### src/logic/clk_err_cfg.svh
// Offsets, field positions, reset values and cost figures of the clocking error monitor
`ifndef CLK_ERR_CFG_SVH
`define CLK_ERR_CFG_SVH

// Register addresses
`define CEM_ADDR_CLK_CTRL 12'h0100
`define CEM_ADDR_SYS_BUDGET 12'h0101
`define CEM_ADDR_ASYNC_BUDGET 12'h0102
`define CEM_ADDR_PATH_REQ 12'h0110
`define CEM_ADDR_ERR_RAW 12'h0120
`define CEM_ADDR_ERR_FLAG 12'h0121
`define CEM_ADDR_PIN1_FN 12'h0130
`define CEM_ADDR_PIN2_FN 12'h0131
`define CEM_ADDR_IN_STS 12'h0301
`define CEM_ADDR_OUT_STS_A 12'h0401
`define CEM_ADDR_OUT_STS_B 12'h0406
`define CEM_ADDR_MIXER_STS 12'h0640
`define CEM_ADDR_EFFECT_STS 12'h0E01
`define CEM_ADDR_RATE_STS 12'h0EE1

// Clock control fields
`define CEM_SYS_ENA_BIT 0
`define CEM_ASYNC_ENA_BIT 1

// Path request fields
`define CEM_IN_LSB 0
`define CEM_OUT_LSB 4
`define CEM_RATE_LSB 8
`define CEM_EFFECT_LSB 10
`define CEM_MIX_LSB 12
`define CEM_ISO_BIT 14
`define CEM_PORT_BIT 15
`define CEM_ASYNC_PATHS 16'h0300

// Error vector positions
`define CEM_ERR_SYS_UNDER 0
`define CEM_ERR_ASYNC_UNDER 1
`define CEM_ERR_MIX_DROP 2
`define CEM_ERR_UNDER 3
`define CEM_ERR_OVER 4

// Pin function codes
`define CEM_FN_SYS_UNDER 6'h0A
`define CEM_FN_ASYNC_UNDER 6'h0B
`define CEM_FN_MIX_DROP 6'h27
`define CEM_FN_UNDER 6'h2D
`define CEM_FN_OVER 6'h2E

// Reset values
`define CEM_RST_CTRL 2'h0
`define CEM_RST_BUDGET 8'h00
`define CEM_RST_FN 6'h00

// Cycle cost per path and device limit, in processing cycles per sample
`define CEM_COST_IN 8'h04
`define CEM_COST_OUT 8'h06
`define CEM_COST_RATE 8'h08
`define CEM_COST_EFFECT 8'h0A
`define CEM_COST_MIX 8'h03
`define CEM_COST_ISO 8'h08
`define CEM_COST_PORT 8'h02
`define CEM_CYCLE_LIMIT 8'h40

`endif

### src/logic/clk_err_pkg.sv
// Types and cycle-demand arithmetic shared by the clocking error monitor
`include "clk_err_cfg.svh"

package clk_err_pkg;

    typedef logic [15:0] pathVec_t;
    typedef logic [7:0] cycles_t;
    typedef logic [4:0] errVec_t;

    typedef enum logic [1:0] {
        DOM_IDLE = 2'b00,
        DOM_OK = 2'b01,
        DOM_UNDER = 2'b10,
        DOM_OVER = 2'b11
    } domState_t;

    function automatic cycles_t costOf(input int idx);
        cycles_t c;
        c = 8'h00;
        if (idx < `CEM_OUT_LSB) c = `CEM_COST_IN;
        else if (idx < `CEM_RATE_LSB) c = `CEM_COST_OUT;
        else if (idx < `CEM_EFFECT_LSB) c = `CEM_COST_RATE;
        else if (idx < `CEM_MIX_LSB) c = `CEM_COST_EFFECT;
        else if (idx < `CEM_ISO_BIT) c = `CEM_COST_MIX;
        else if (idx == `CEM_ISO_BIT) c = `CEM_COST_ISO;
        else c = `CEM_COST_PORT;
        return c;
    endfunction

    // Total cycles needed by a set of paths; worst case fits in eight bits
    function automatic cycles_t pathDemand(input pathVec_t req);
        cycles_t sum;
        sum = 8'h00;
        for (int i = 0; i < 16; i++) begin
            if (req[i]) sum = cycles_t'(sum + costOf(i));
        end
        return sum;
    endfunction

endpackage

### src/logic/clocking_error_monitor.sv
// Clocking error monitor: path admission, error levels, pin select, edge flags
//
// The implementer's own choices: the strobed register port and the placing of the registers.
`timescale 1ns/10ps
`include "clk_err_cfg.svh"

module clocking_error_monitor (
    input wire logic clk_sys,
    input wire logic rst_b,
    input wire logic ce,
    input wire logic [11:0] regAddr,
    input wire logic [15:0] regWrData,
    input wire logic regWr,
    input wire logic regRd,
    input wire logic mixDropIn,
    output logic [15:0] regRdData,
    output logic [1:0] pinOut,
    output logic irqOut
);
    // ------------------------------------------------------------
    // Software registers
    // ------------------------------------------------------------
    logic [1:0] clkCtrlReg;
    clk_err_pkg::cycles_t sysBudgetReg;
    clk_err_pkg::cycles_t asyncBudgetReg;
    logic [5:0] pinFnReg [2];
    logic pathReqWr;
    clk_err_pkg::errVec_t clrMask;

    assign pathReqWr = regWr && (regAddr == `CEM_ADDR_PATH_REQ);
    assign clrMask = (regWr && (regAddr == `CEM_ADDR_ERR_FLAG)) ? regWrData[4:0] : 5'h00;

    always_ff @(posedge clk_sys or negedge rst_b) begin
        if (!rst_b) begin
            clkCtrlReg <= `CEM_RST_CTRL;
            sysBudgetReg <= `CEM_RST_BUDGET;
            asyncBudgetReg <= `CEM_RST_BUDGET;
        end else if (ce && regWr) begin
            case (regAddr)
                `CEM_ADDR_CLK_CTRL: clkCtrlReg <= regWrData[1:0];
                `CEM_ADDR_SYS_BUDGET: sysBudgetReg <= regWrData[7:0];
                `CEM_ADDR_ASYNC_BUDGET: asyncBudgetReg <= regWrData[7:0];
                default: ;
            endcase
        end
    end

    always_ff @(posedge clk_sys or negedge rst_b) begin
        if (!rst_b) begin
            pinFnReg[0] <= `CEM_RST_FN;
            pinFnReg[1] <= `CEM_RST_FN;
        end else if (ce && regWr) begin
            if (regAddr == `CEM_ADDR_PIN1_FN) pinFnReg[0] <= regWrData[5:0];
            if (regAddr == `CEM_ADDR_PIN2_FN) pinFnReg[1] <= regWrData[5:0];
        end
    end

    // ------------------------------------------------------------
    // Path admission per clock domain
    // ------------------------------------------------------------
    clk_err_pkg::pathVec_t sysActive;
    clk_err_pkg::pathVec_t asyncActive;
    clk_err_pkg::pathVec_t pathActive;
    logic sysUnder;
    logic sysOver;
    logic asyncUnder;
    logic asyncOver;

    // isochronous and serial port bits count
    domain_grant sysDomain (
        .clk_sys(clk_sys),
        .rst_b(rst_b),
        .ce(ce),
        .reqWr(pathReqWr),
        .reqNew(regWrData & ~`CEM_ASYNC_PATHS),
        .clkOn(clkCtrlReg[`CEM_SYS_ENA_BIT]),
        .budget(sysBudgetReg),
        .activeReg(sysActive),
        .underReg(sysUnder),
        .overReg(sysOver)
    );

    domain_grant asyncDomain (
        .clk_sys(clk_sys),
        .rst_b(rst_b),
        .ce(ce),
        .reqWr(pathReqWr),
        .reqNew(regWrData & `CEM_ASYNC_PATHS),
        .clkOn(clkCtrlReg[`CEM_ASYNC_ENA_BIT]),
        .budget(asyncBudgetReg),
        .activeReg(asyncActive),
        .underReg(asyncUnder),
        .overReg(asyncOver)
    );

    assign pathActive = sysActive | asyncActive;

    // ------------------------------------------------------------
    // Error levels
    // ------------------------------------------------------------
    clk_err_pkg::errVec_t errRawReg;
    clk_err_pkg::domState_t sysState;

    always_ff @(posedge clk_sys or negedge rst_b) begin
        if (!rst_b) errRawReg <= 5'h00;
        else if (ce) begin
            errRawReg[`CEM_ERR_SYS_UNDER] <= sysUnder;
            errRawReg[`CEM_ERR_ASYNC_UNDER] <= asyncUnder;
            errRawReg[`CEM_ERR_MIX_DROP] <= mixDropIn;
            errRawReg[`CEM_ERR_UNDER] <= sysUnder | asyncUnder;
            errRawReg[`CEM_ERR_OVER] <= sysOver | asyncOver;
        end
    end

    // Summary of the main domain, readable beside the raw levels
    always_ff @(posedge clk_sys or negedge rst_b) begin
        if (!rst_b) sysState <= clk_err_pkg::DOM_IDLE;
        else if (ce) begin
            case ({sysOver, sysUnder})
                2'b00: sysState <= (sysActive != 16'h0000) ? clk_err_pkg::DOM_OK
                                                           : clk_err_pkg::DOM_IDLE;
                2'b01: sysState <= clk_err_pkg::DOM_UNDER;
                2'b10: sysState <= clk_err_pkg::DOM_OVER;
                default: sysState <= clk_err_pkg::DOM_OVER;
            endcase
        end
    end

    // ------------------------------------------------------------
    // Pin function mux
    // ------------------------------------------------------------
    function automatic logic pinSelect(input logic [5:0] fn, input clk_err_pkg::errVec_t err);
        logic v;
        v = 1'b0;
        case (fn)
            `CEM_FN_SYS_UNDER: v = err[`CEM_ERR_SYS_UNDER];
            `CEM_FN_ASYNC_UNDER: v = err[`CEM_ERR_ASYNC_UNDER];
            `CEM_FN_MIX_DROP: v = err[`CEM_ERR_MIX_DROP];
            `CEM_FN_UNDER: v = err[`CEM_ERR_UNDER];
            `CEM_FN_OVER: v = err[`CEM_ERR_OVER];
            default: v = 1'b0;
        endcase
        return v;
    endfunction

    always_ff @(posedge clk_sys or negedge rst_b) begin
        if (!rst_b) pinOut <= 2'h0;
        else if (ce) begin
            for (int p = 0; p < 2; p++) pinOut[p] <= pinSelect(pinFnReg[p], errRawReg);
        end
    end

    // ------------------------------------------------------------
    // Interrupt flags
    // ------------------------------------------------------------
    clk_err_pkg::errVec_t flagReg;

    edge_flag_bank flags (
        .clk_sys(clk_sys),
        .rst_b(rst_b),
        .ce(ce),
        .level(errRawReg),
        .clrMask(clrMask),
        .flagReg(flagReg),
        .irqReg(irqOut)
    );

    // ------------------------------------------------------------
    // Read port
    // ------------------------------------------------------------
    logic [15:0] rdNext;

    always_comb begin
        rdNext = 16'h0000;
        case (regAddr)
            `CEM_ADDR_CLK_CTRL: rdNext = {14'h0000, clkCtrlReg};
            `CEM_ADDR_SYS_BUDGET: rdNext = {8'h00, sysBudgetReg};
            `CEM_ADDR_ASYNC_BUDGET: rdNext = {8'h00, asyncBudgetReg};
            `CEM_ADDR_PATH_REQ: rdNext = pathActive;
            `CEM_ADDR_ERR_RAW: rdNext = {9'h000, sysState, errRawReg};
            `CEM_ADDR_ERR_FLAG: rdNext = {11'h000, flagReg};
            `CEM_ADDR_PIN1_FN: rdNext = {10'h000, pinFnReg[0]};
            `CEM_ADDR_PIN2_FN: rdNext = {10'h000, pinFnReg[1]};
            `CEM_ADDR_IN_STS: rdNext = {12'h000, pathActive[`CEM_IN_LSB +: 4]};
            `CEM_ADDR_OUT_STS_A: rdNext = {14'h0000, pathActive[`CEM_OUT_LSB +: 2]};
            `CEM_ADDR_OUT_STS_B: rdNext = {14'h0000, pathActive[`CEM_OUT_LSB + 2 +: 2]};
            `CEM_ADDR_RATE_STS: rdNext = {14'h0000, pathActive[`CEM_RATE_LSB +: 2]};
            `CEM_ADDR_EFFECT_STS: rdNext = {14'h0000, pathActive[`CEM_EFFECT_LSB +: 2]};
            `CEM_ADDR_MIXER_STS: rdNext = {14'h0000, pathActive[`CEM_MIX_LSB +: 2]};
            default: rdNext = 16'h0000;
        endcase
    end

    // Data stand in the cycle after a strobe taken with ce high; zero otherwise, held while ce is low
    always_ff @(posedge clk_sys or negedge rst_b) begin
        if (!rst_b) regRdData <= 16'h0000;
        else if (ce) regRdData <= regRd ? rdNext : 16'h0000;
    end
endmodule // clocking_error_monitor

### src/logic/domain_grant.sv
// Per-clock-domain path admission and under/over clock levels
`timescale 1ns/10ps
`include "clk_err_cfg.svh"

module domain_grant (
    input wire logic clk_sys,
    input wire logic rst_b,
    input wire logic ce,
    input wire logic reqWr,
    input wire clk_err_pkg::pathVec_t reqNew,
    input wire logic clkOn,
    input wire clk_err_pkg::cycles_t budget,
    output clk_err_pkg::pathVec_t activeReg,
    output logic underReg,
    output logic overReg
);
    clk_err_pkg::pathVec_t cmdReg;
    clk_err_pkg::pathVec_t keepPaths;
    clk_err_pkg::cycles_t avail;
    clk_err_pkg::cycles_t trial;
    clk_err_pkg::cycles_t cmdDemand;
    logic fits;

    // No clock means no cycles at all
    assign avail = clkOn ? budget : 8'h00;
    assign keepPaths = activeReg & reqNew;
    assign trial = clk_err_pkg::pathDemand(reqNew);
    assign fits = (trial <= avail) && (trial <= `CEM_CYCLE_LIMIT);
    assign cmdDemand = clk_err_pkg::pathDemand(cmdReg);

    always_ff @(posedge clk_sys or negedge rst_b) begin
        if (!rst_b) cmdReg <= 16'h0000;
        else if (ce && reqWr) cmdReg <= reqNew;
    end

    always_ff @(posedge clk_sys or negedge rst_b) begin
        if (!rst_b) activeReg <= 16'h0000;
        else if (ce && reqWr) activeReg <= fits ? reqNew : keepPaths;
    end

    always_ff @(posedge clk_sys or negedge rst_b) begin
        if (!rst_b) begin
            underReg <= 1'b0;
            overReg <= 1'b0;
        end else if (ce) begin
            underReg <= (cmdDemand > avail) && (cmdDemand <= `CEM_CYCLE_LIMIT);
            overReg <= cmdDemand > `CEM_CYCLE_LIMIT;
        end
    end
endmodule // domain_grant

### src/logic/edge_flag_bank.sv
// Both-edge event detection with sticky write-one-to-clear flags
`timescale 1ns/10ps

module edge_flag_bank (
    input wire logic clk_sys,
    input wire logic rst_b,
    input wire logic ce,
    input wire clk_err_pkg::errVec_t level,
    input wire clk_err_pkg::errVec_t clrMask,
    output clk_err_pkg::errVec_t flagReg,
    output logic irqReg
);
    clk_err_pkg::errVec_t prevReg;
    clk_err_pkg::errVec_t edgeHit;

    assign edgeHit = level ^ prevReg;

    always_ff @(posedge clk_sys or negedge rst_b) begin
        if (!rst_b) prevReg <= 5'h00;
        else if (ce) prevReg <= level;
    end

    always_ff @(posedge clk_sys or negedge rst_b) begin
        if (!rst_b) flagReg <= 5'h00;
        else if (ce) flagReg <= (flagReg & ~clrMask) | edgeHit;
    end

    always_ff @(posedge clk_sys or negedge rst_b) begin
        if (!rst_b) irqReg <= 1'b0;
        else if (ce) irqReg <= |((flagReg & ~clrMask) | edgeHit);
    end
endmodule // edge_flag_bank

### config.mk
export PLATFORM = sky130hd
export DESIGN_NAME = clocking_error_monitor
export DESIGN_NICKNAME = d
export VERILOG_FILES = /design/src/logic/clk_err_pkg.sv /design/src/logic/clocking_error_monitor.sv /design/src/logic/domain_grant.sv /design/src/logic/edge_flag_bank.sv
export VERILOG_INCLUDE_DIRS = /design/src /design/src/logic
export SDC_FILE = /design/constraint.sdc
export NUM_CORES = 1
export LEC_CHECK = 0
export BUFFER_PORTS_ARGS = -buffer_cell sky130_fd_sc_hd__buf_2
export CAP_MARGIN = 0
export CORE_AREA = 3 3 164 166
export CTS_CLUSTER_DIAMETER = 100
export DETAILED_ROUTE_END_ITERATION = 7
export DIE_AREA = 0 0 167 169
export GPL_TIMING_DRIVEN = 0
export SLEW_MARGIN = 25
export SYNTH_ARGS = -nofsm -noshare
export SYNTH_HDL_FRONTEND = slang
export SYNTH_SLANG_ARGS = --single-unit
### constraint.sdc
create_clock -name clk_sys -period 10.32 [get_ports clk_sys]
set_input_delay 1.032 -clock clk_sys [delete_from_list [all_inputs] [get_ports clk_sys]]
set_output_delay 1.032 -clock clk_sys [all_outputs]
set_load 0.05 [all_outputs]
==> results of run 1 <==
cell usage after synthesis, types with 8 or more instances:
library cell / count / area [sq um]
a211oi_1: 8 / 60.1
a21o_1: 10 / 75.1
a21oi_1: 32 / 160
a222oi_1: 8 / 80.1
a22o_1: 10 / 87.6
a22oi_1: 16 / 120
a31oi_1: 12 / 75.1
and2_1: 16 / 100
and3_1: 11 / 68.8
clkbuf_1: 36 / 135
dfrtp_1: 101 / 2530
ha_1: 50 / 626
inv_1: 36 / 135
mux2_2: 37 / 417
mux2i_1: 9 / 90.1
nand2_1: 117 / 439
nand2b_1: 21 / 131
nand3_1: 40 / 200
nand3b_1: 9 / 67.6
nand4_1: 16 / 100
nor2_1: 60 / 225
nor2b_1: 21 / 131
nor3_1: 28 / 140
nor4_1: 10 / 62.6
o211ai_1: 9 / 67.6
o21a_1: 13 / 97.6
o21ai_0: 72 / 360
o22ai_1: 8 / 50.1
o31ai_2: 10 / 125
xnor2_1: 45 / 394
xor2_1: 37 / 324
metrics by stage:
| step | setup slack [ns] | hold slack (ns) | std cells | utilization, % | total power (uW) |
|---|---|---|---|---|---|
| floorplan | 1.60 | 0.464 | 1042 | - | 932 |
| global placement | 0.165 | 0.461 | 1423 | 37.2 | 1060 |
| detailed placement | 0.0517 | 0.464 | 1425 | 37.4 | 1070 |
| CTS | 0.406 | 0.481 | 1441 | 38.6 | 1410 |
| global route | 0.0337 | 0.501 | 1441 | 38.6 | 1510 |
| finish | 0.718 | 0.480 | 1441 | 38.6 | 1410 |
final timing paths:
check	start	to	slack, ns	cells after the start
worst min register to register	regRdData[3]	regRdData[3]	0.48	1
min in group asynchronous	rst_b	flags.prevReg[1]	0.55	1
worst min-delay path	regRdData[3]	regRdData[3]	0.48	1
worst max register to register	sysDomain.cmdReg[0]	sysDomain.underReg	2.89	34
max in group asynchronous	rst_b	regRdData[6]	9.11	2
worst max-delay path	regWrData[0]	sysDomain.activeReg[3]	0.72	39
registers in the layout, summed over array words and instances (netlist names), 5 cells and up:
name                 count
flags.flagReg            5
flags.prevReg            5
sysBudgetReg             8
pinFnReg                12
sysDomain.activeReg     14
regRdData               16
sysDomain.cmdReg        14
errRawReg                5
asyncBudgetReg           8
placed cells by master, fill, tap and decap left out, types with 21 or more instances in the layout:
cell type and instances:
nand2_1 117, nand3_1 40, inv_1 36, nor3_1 28, clkbuf_1 35, a21oi_1 31, nand2b_1 21, nor2_1 60
mux2_2 37, buf_2 50, ha_1 50, nor2b_1 21, dfrtp_1 101, o21ai_0 72, xnor2_1 45, xor2_1 36
layer usage:
layer	track usage (%)	up-vias	share of wire, %
met5	0	-	0
met4	3.69	0	1.7
met3	1.61	30	5.0
met2	27.5	229	45
met1	25.2	3843	49
li1	-	4003	-
repair_timing:
item	4_1_cts	5_1_grt
endpoints found under the hold margin	0	0
resized for setup	0	4
endpoints found under the setup margin	0	10
power groups by stage:
stage / combinational (uW) / sequential, uW / clock [uW]
finish: 665 / 409 / 335
detailed placement: 654 / 416 / 0
floorplan: 518 / 414 / 0
global placement: 640 / 416 / 0
global route: 746 / 410 / 357
CTS: 658 / 409 / 343
kinds of logic (layout without fill, tap and decap cells):
group                      after synthesis  count (layout)
buffers and inverters                   85             149
xor gates and xnor gates                90              90
muxes                                   46              46
and+or+nand+nor                        379             379
adders and majority gates               50              50
DFF                                    101             101
AOI/OAI and AO/OA                      291             291
final cells by class:
class                      count  share of cell area (%)
sequential                   101                    25.4
inverter                      39                    1.47
tap                          335                    4.21
clock inverter                 6                   0.541
buffer                        46                    2.03
multi-input combinational    856                    61.2
timing repair buffer          48                    2.71
clock buffer                  10                    2.40
==> results.toml, run 1 <==
[outcome]
outcome = "finished clean"

[timing]
hold_viol = 0
setup_violations = 0
skew_ns = 0.00847
fmax_ghz = 0.104
slew_viol_final = 0
worst_pin_slew_ns = 0.941
period_minus_slack_ns = 9.60
rsz0062_at_grt = "false"
fin_crit_sh_pct = 93.0
setup_tns_ns = 0
slew_headroom_pct = 36.8

[cells_and_area]
drive_above_1_share_pct = 13.7
register_area_sq_um = 2530
antennaDiodeCount = 0
fillCellCount = 2596
final_nets = 1185
final_cell_area_sq_um = 9940
multi_input_area_sq_um = 6090
area_delta_synth_final_pct = 11.2

[synthesis]
syn_area_sq_um = 8940
ys.flop_type = "dfrtp_1"
synth_cells = 1042
yosysSeqAreaShare_pct = 28.3
ys_ff_latch = 101
synthMuxAreaShare_pct = 5.67
postSynthAreaPerCell_sq_um = 8.58
yosys_warnings = 0
yosys.area_share.simple_pct = 21.4
synth_xor_area_share_pct = 9.92
yosys.area_share.adder_pct = 6.99
synth_top_family_by_area = "compound AO/OA/AOI/OAI gates"
synth_edf_count = 0
syn-num-nets = 1126
synth_compound_gate_area_share_pct = 23.9
ys_types = 90
async_flop_share_pct = 100

[power]
clockPowerShare_pct = 23.8
swShare_pct = 40.2
p_int_uw = 843
pwr-share-comb_pct = 47.2
p_sw_uw = 566
powerDensity_nw_per_um2 = 142
ir_drop_mv = 0.103
leakage_uw = 0.00418
seq_power_share_pct = 29.0

[clocking]
cts_tree = "done"
cts-htree-levels = 3
cts_max_path_buffers = 2
cts_buffers = 9
root_buffer = "clkbuf_16"
cts_hold_buffers = 0
post-cts-setup-buffers = 0
clkTransAtPathRegs_ns = 0.07
insertion_delay_ns = 0.35
cts_num_sinks = 101

[floorplan]
coreArea_sq_um = 25800
die_w_um = 167
start_util_pct = 34.7
pin_count = 53
chipHeight_um = 169
placementRows = 59
dieArea_sq_um = 28200

[setup_path]
crit_buf_inv = 7
path_delay_family = "adder cells"
critPathArrivalTime_ns = 9.86
critPathSlowestCell = "o32a_2"
cp_max_fo = 10
crit_type = "input port to register"
worst_setup_path_start_kind = "input port"
endpoint_kind = "register"
crit_top_cell = "ha_1"
required_ns = 10.58
cp_slowest_stage_delay_ns = 0.47

[routing]
wire_per_inst_um = 17.1
num_vias = 8105
vias_per_cell = 5.62
drc = 0
finalWirelength_um = 24600
firstDrtPassIters = 7
drt-initial-drc-count = 763
ant_nets = 0

[placed_design]
place_area_sq_um = 9640
io_buffers = 46
place_congestion = 0.856
dp_hpwl_um = 19300

[global_route]
grt_pass1_wl_um = 40300
grt_overflow = 0
grt_antenna_before_repair = 0
grt_pass1_vias = 7652
grt_usage_pct = 17.2
grt_max_degree = 72

[min_path]
holdCritPathClass = "register to register"

[run]
cap_violations = 0
Power figures use the tool's default switching activity.
==> run 2: changes to the inputs <==
Settings changed: RECOVER_POWER from default to 50.
==> run 2 against run 1 <==
  * The run now ends with capacitance limit, slew limit left
  * Combinational power about the same
  * Highest routed layer unchanged
  * Via count about the same
  * Cell area down 0.35%
  * Critical endpoint unchanged
  * Sequential share of layout area rose by 0.090 points
  * Hold slack better by 0.0041 ns
==> results.toml, run 2 (synthesized netlist as in run 1, its figures left out) <==
[outcome]
outcome = "complete, but fails checks"
violations = "capacitance limit, slew limit"

[placed_design]
io_buffers = 46
dp_hpwl_um = 19300
place_ws_ns = 0.0517
place_area_sq_um = 9640
place_congestion = 0.856

[timing]
hold_ws_ns = 0.484
hold_viol = 0
fmax_ghz = 0.104
skew_ns = 0.00930
worst_pin_slew_ns = 3.77
fin_crit_sh_pct = 93.1
slew_headroom_pct = -152
setup_violations = 0
setup_tns_ns = 0
period_minus_slack_ns = 9.61
slew_viol_final = 104
setup_slack_ns = 0.707
rsz0062_at_grt = "false"

[cells_and_area]
top_register = "regRdData"
reg_top3 = "regRdData: 16 flops, sysDomain.activeReg: 14 flops, sysDomain.cmdReg: 14 flops"
final_cell_area_sq_um = 9910
layout_commonest_cell = "nand2_1"
largest_reg_flops = 16
drive_above_1_share_pct = 13.3
area_delta_synth_final_pct = 10.8
layout_common_cells = "117 x nand2_1, 101 x dfrtp_1, 72 x o21ai_0"
antennaDiodeCount = 0
final_nets = 1185

[clocking]
post-cts-setup-buffers = 0
cts_buffers = 9
clkTransAtPathRegs_ns = 0.07
cts_max_path_buffers = 2
cts_tree = "done"
insertion_delay_ns = 0.35
root_buffer = "clkbuf_16"
cts_num_sinks = 101
cts-htree-levels = 3

[global_route]
grt_pass1_vias = 7652
grt_overflow = 0
grt_antenna_before_repair = 0
grt_pass1_wl_um = 40300
grt_max_degree = 72
grt_usage_pct = 17.2

[floorplan]
placementRows = 59
dieArea_sq_um = 28200
start_util_pct = 34.7
pin_count = 53
die_w_um = 167
coreArea_sq_um = 25800
chipHeight_um = 169

[setup_path]
cp_max_fo = 10
required_ns = 10.58
worst_setup_path_start_kind = "input port"
critPathSlowestCell = "o32a_2"
crit_buf_inv = 7
crit_top_cell = "ha_1"
critPathArrivalTime_ns = 9.87
path_depth = 39
endpoint_kind = "register"
path_delay_family = "adder cells"
crit_type = "input port to register"
cp_slowest_stage_delay_ns = 0.47
reg2reg_depth = 34
rrSetupSlack_ns = 2.88

[routing]
drc = 0
num_vias = 8102
ant_nets = 0
firstDrtPassIters = 5
drt-initial-drc-count = 810
vias_per_cell = 5.62
wire_per_inst_um = 17.1
finalWirelength_um = 24600

[power]
finalPower_uw = 1410
powerDensity_nw_per_um2 = 142
leakage_uw = 0.00415
ir_drop_mv = 0.103

[min_path]
holdCritPathClass = "register to register"
holdPathStages = 1

[run]
cap_violations = 2
-- run 2: cell types whose count changed in the layout (fill, tap and decap cells not counted), sizes merged --
cell / before / now
buf: 58 / 53
clkbuf: 46 / 51
-- run 2: area by class of cell --
type | instances | area (sq um)
plain buffers | 46 | 201
clock inverters | 6 | 53.8
fillers | 2599 | 15900
flip-flops and latches | 101 | 2530
multi-input cells | 856 | 6090
clock buffers | 10 | 239
inverters | 39 | 146
well taps | 335 | 419
repair buffers | 48 | 234
-- run 2: worst paths after layout --
kind / end / startpoint
max: sysDomain.activeReg[3] / regWrData[0]
min: regRdData[2] / regRdData[2]
max reg2reg: sysDomain.underReg / sysDomain.cmdReg[0]
min reg2reg: regRdData[2] / regRdData[2]
max in group asynchronous: regRdData[6] / rst_b
min in group asynchronous: flags.prevReg[0] / rst_b
-- run 2: worst register-to-register path: cells and delay by family, from the launching register on --
family / cells / cell delay, ns
AOI/OAI and AO/OA: 8 / 1.24
xor gates and xnor gates: 7 / 2.00
adders and majority gates: 9 / 2.49
buffers and inverters: 2 / 0.15
DFF: 1 / 0.37
muxes: 1 / 0.31
and+or+nand+nor: 7 / 0.80
-- run 2: through the flow --
step | util (%) | std cells
2_1_floorplan | - | 1042
3_3_place_gp | 37.2 | 1423
3_5_place_dp | 37.4 | 1425
4_1_cts | 38.6 | 1441
5_1_grt | 38.5 | 1441
6_report | 38.5 | 1441
-- run 2: power breakdown --
part	leakage [uW]	total (uW)	switching, uW	internal [uW]
Clock	0.000142	335	160	175
Sequential	0.00137	409	7.47	402
Combinational	0.00264	665	399	266
Total	0.00415	1410	567	842
-- run 2: timing repair --
action	in CTS	in global routing
hold buffers	0	0
setup endpoints to repair	0	10
resized for setup	0	4
-- run 2: routing by layer --
| layer | global-route usage, % | wire length [um] | part of all wire [%] | up-vias |
|---|---|---|---|---|
| met5 | 0 | 0 | 0 | - |
| met4 | 3.69 | 431 | 1.8 | 0 |
| met3 | 1.61 | 1110 | 4.5 | 31 |
| met2 | 27.5 | 11000 | 45 | 215 |
| met1 | 25.2 | 12000 | 49 | 3853 |
| li1 | - | - | - | 4003 |
==> run 3: changes to the inputs <==
Settings changed: MAX_ROUTING_LAYER from default to met4, PLACE_DENSITY from default to 0.6.
==> run 3 against run 2 <==
  * The run still ends with capacitance limit, slew limit left
  * Global-route usage is 0.61 points higher
  * Utilization rose by 0.11 points
  * Final cell count hardly changed
  * Die area is the same
  * Hold slack about the same
  * Clock power rose by 11%
  * Cell area is 0.28% higher
  * Sequential share of layout area down 0.071 points
==> results.toml, run 3 (synthesized netlist as in run 1, its figures left out) <==
[outcome]
outcome = "complete, but fails checks"
violations = "capacitance limit, slew limit"

[floorplan]
start_util_pct = 34.7
chipHeight_um = 169
coreArea_sq_um = 25800
placementRows = 59
pin_count = 53
die_w_um = 167
dieArea_sq_um = 28200

[routing]
wire_per_inst_um = 17.3
ant_nets = 0
vias_per_cell = 5.64
num_vias = 8122
firstDrtPassIters = 7
drc = 0
drt-initial-drc-count = 620
finalWirelength_um = 24800

[cells_and_area]
drive_above_1_share_pct = 13.2
area_delta_synth_final_pct = 11.1
fin_cells = 1440
layout_common_cells = "117 x nand2_1, 101 x dfrtp_1, 72 x o21ai_0"
final_cell_area_sq_um = 9940
largest_reg_flops = 16
top_register = "regRdData"
final_nets = 1184
layout_commonest_cell = "nand2_1"
reg_top3 = "regRdData: 16 flops, sysDomain.activeReg: 14 flops, sysDomain.cmdReg: 14 flops"
fillCellCount = 2604
antennaDiodeCount = 0

[timing]
setup_violations = 0
setup_tns_ns = 0
fmax_ghz = 0.103
hold_viol = 0
rsz0062_at_grt = "false"
slew_viol_final = 104
skew_ns = 0.0101
slew_headroom_pct = -95.1
worst_pin_slew_ns = 2.93
period_minus_slack_ns = 9.71
fin_crit_sh_pct = 94.0
hold_ws_ns = 0.484

[power]
leakage_uw = 0.00416
p_int_uw = 883
p_sw_uw = 565
finalPower_uw = 1450
ir_drop_mv = 0.0787
seq_power_share_pct = 28.3
swShare_pct = 39.0
powerDensity_nw_per_um2 = 146
pwr-share-comb_pct = 46.1
clockPowerShare_pct = 25.7

[placed_design]
place_area_sq_um = 9640
dp_cells = 1425
dp_hpwl_um = 19400
place_congestion = 0.883
io_buffers = 46

[clocking]
cts_buffers = 9
cts_tree = "done"
cts-htree-levels = 3
root_buffer = "clkbuf_16"
cts_num_sinks = 101
clkTransAtPathRegs_ns = 0.07
cts_hold_buffers = 0
cts.repair.resized = 0
cts_max_path_buffers = 2
post-cts-setup-buffers = 0
insertion_delay_ns = 0.35

[setup_path]
worst_setup_path_start_kind = "input port"
crit_top_cell = "ha_1"
critPathArrivalTime_ns = 9.96
r2r-end = "sysDomain.underReg"
critPathSlowestCell = "ha_1"
cp_slowest_stage_delay_ns = 0.45
reg2reg_depth = 34
rrSetupSlack_ns = 2.92
cp_max_fo = 10
endpoint_kind = "register"
required_ns = 10.57
crit_type = "input port to register"
r2r-start = "sysDomain.cmdReg[0]"

[min_path]
holdCritPathClass = "register to register"
holdPathEnd = "regRdData[3]"
holdCritStartpoint = "regRdData[3]"
holdPathStages = 1

[global_route]
grt_max_degree = 55
grt_usage_pct = 17.8
grt_antenna_before_repair = 0
grt_pass1_vias = 7743
grt_overflow = 0
grt_pass1_wl_um = 40400

[run]
cap_violations = 2
-- run 3: stage by stage --
step / utilization (%) / setup slack (ns)
4_1_cts: 38.7 / 0.308
6_report: 38.6 / 0.614
3_5_place_dp: 37.4 / 0.00376
5_1_grt: 38.6 / 0.0173
3_3_place_gp: 37.2 / 0.114
2_1_floorplan: - / 1.60
-- run 3: final cells by class --
type                    instances  area [sq um]  area share, %
clock buffers                  10           229           2.30
flip-flops and latches        101          2530           25.4
well taps                     335           419           4.22
clock inverters                 6          95.1          0.957
multi-input cells             856          6090           61.3
inverters                      39           146           1.47
plain buffers                  45           198           1.99
repair buffers                 48           234           2.35
-- run 3: routing by layer --
layer  routed length (um)  GRT usage, %
met5                    0             -
met4                  467          4.66
met3                 1150          1.52
met2                11200          27.9
met1                12000          24.8
-- run 3: power by group through the flow --
stage / clock, uW / sequential, uW / combinational (uW)
3_5_place_dp: 0 / 416 / 655
2_1_floorplan: 0 / 414 / 518
4_1_cts: 374 / 409 / 659
5_1_grt: 391 / 410 / 748
3_3_place_gp: 0 / 416 / 643
6_report: 372 / 409 / 667
-- run 3: worst max path at each step --
stage	startpoint	endpoint	slack (ns)	cells after the start
finish	regWrData[0]	sysDomain.activeReg[15]	0.61	43
global route	regWrData[1]	sysDomain.activeReg[15]	0.02	43
CTS	regWrData[0]	sysDomain.activeReg[15]	0.31	40
detailed placement	regWrData[0]	sysDomain.activeReg[3]	0.004	40
global placement	regWrData[0]	sysDomain.activeReg[3]	0.11	40
floorplan	regWrData[0]	sysDomain.activeReg[15]	1.60	42
-- run 3: critical path, delay by kind of cell --
family	cells	cell delay [ns]
muxes	2	0.58
xor gates and xnor gates	4	0.87
adders and majority gates	9	2.95
buffers and inverters	6	1.14
AOI/OAI and AO/OA	7	1.27
and+or+nand+nor	15	2.09
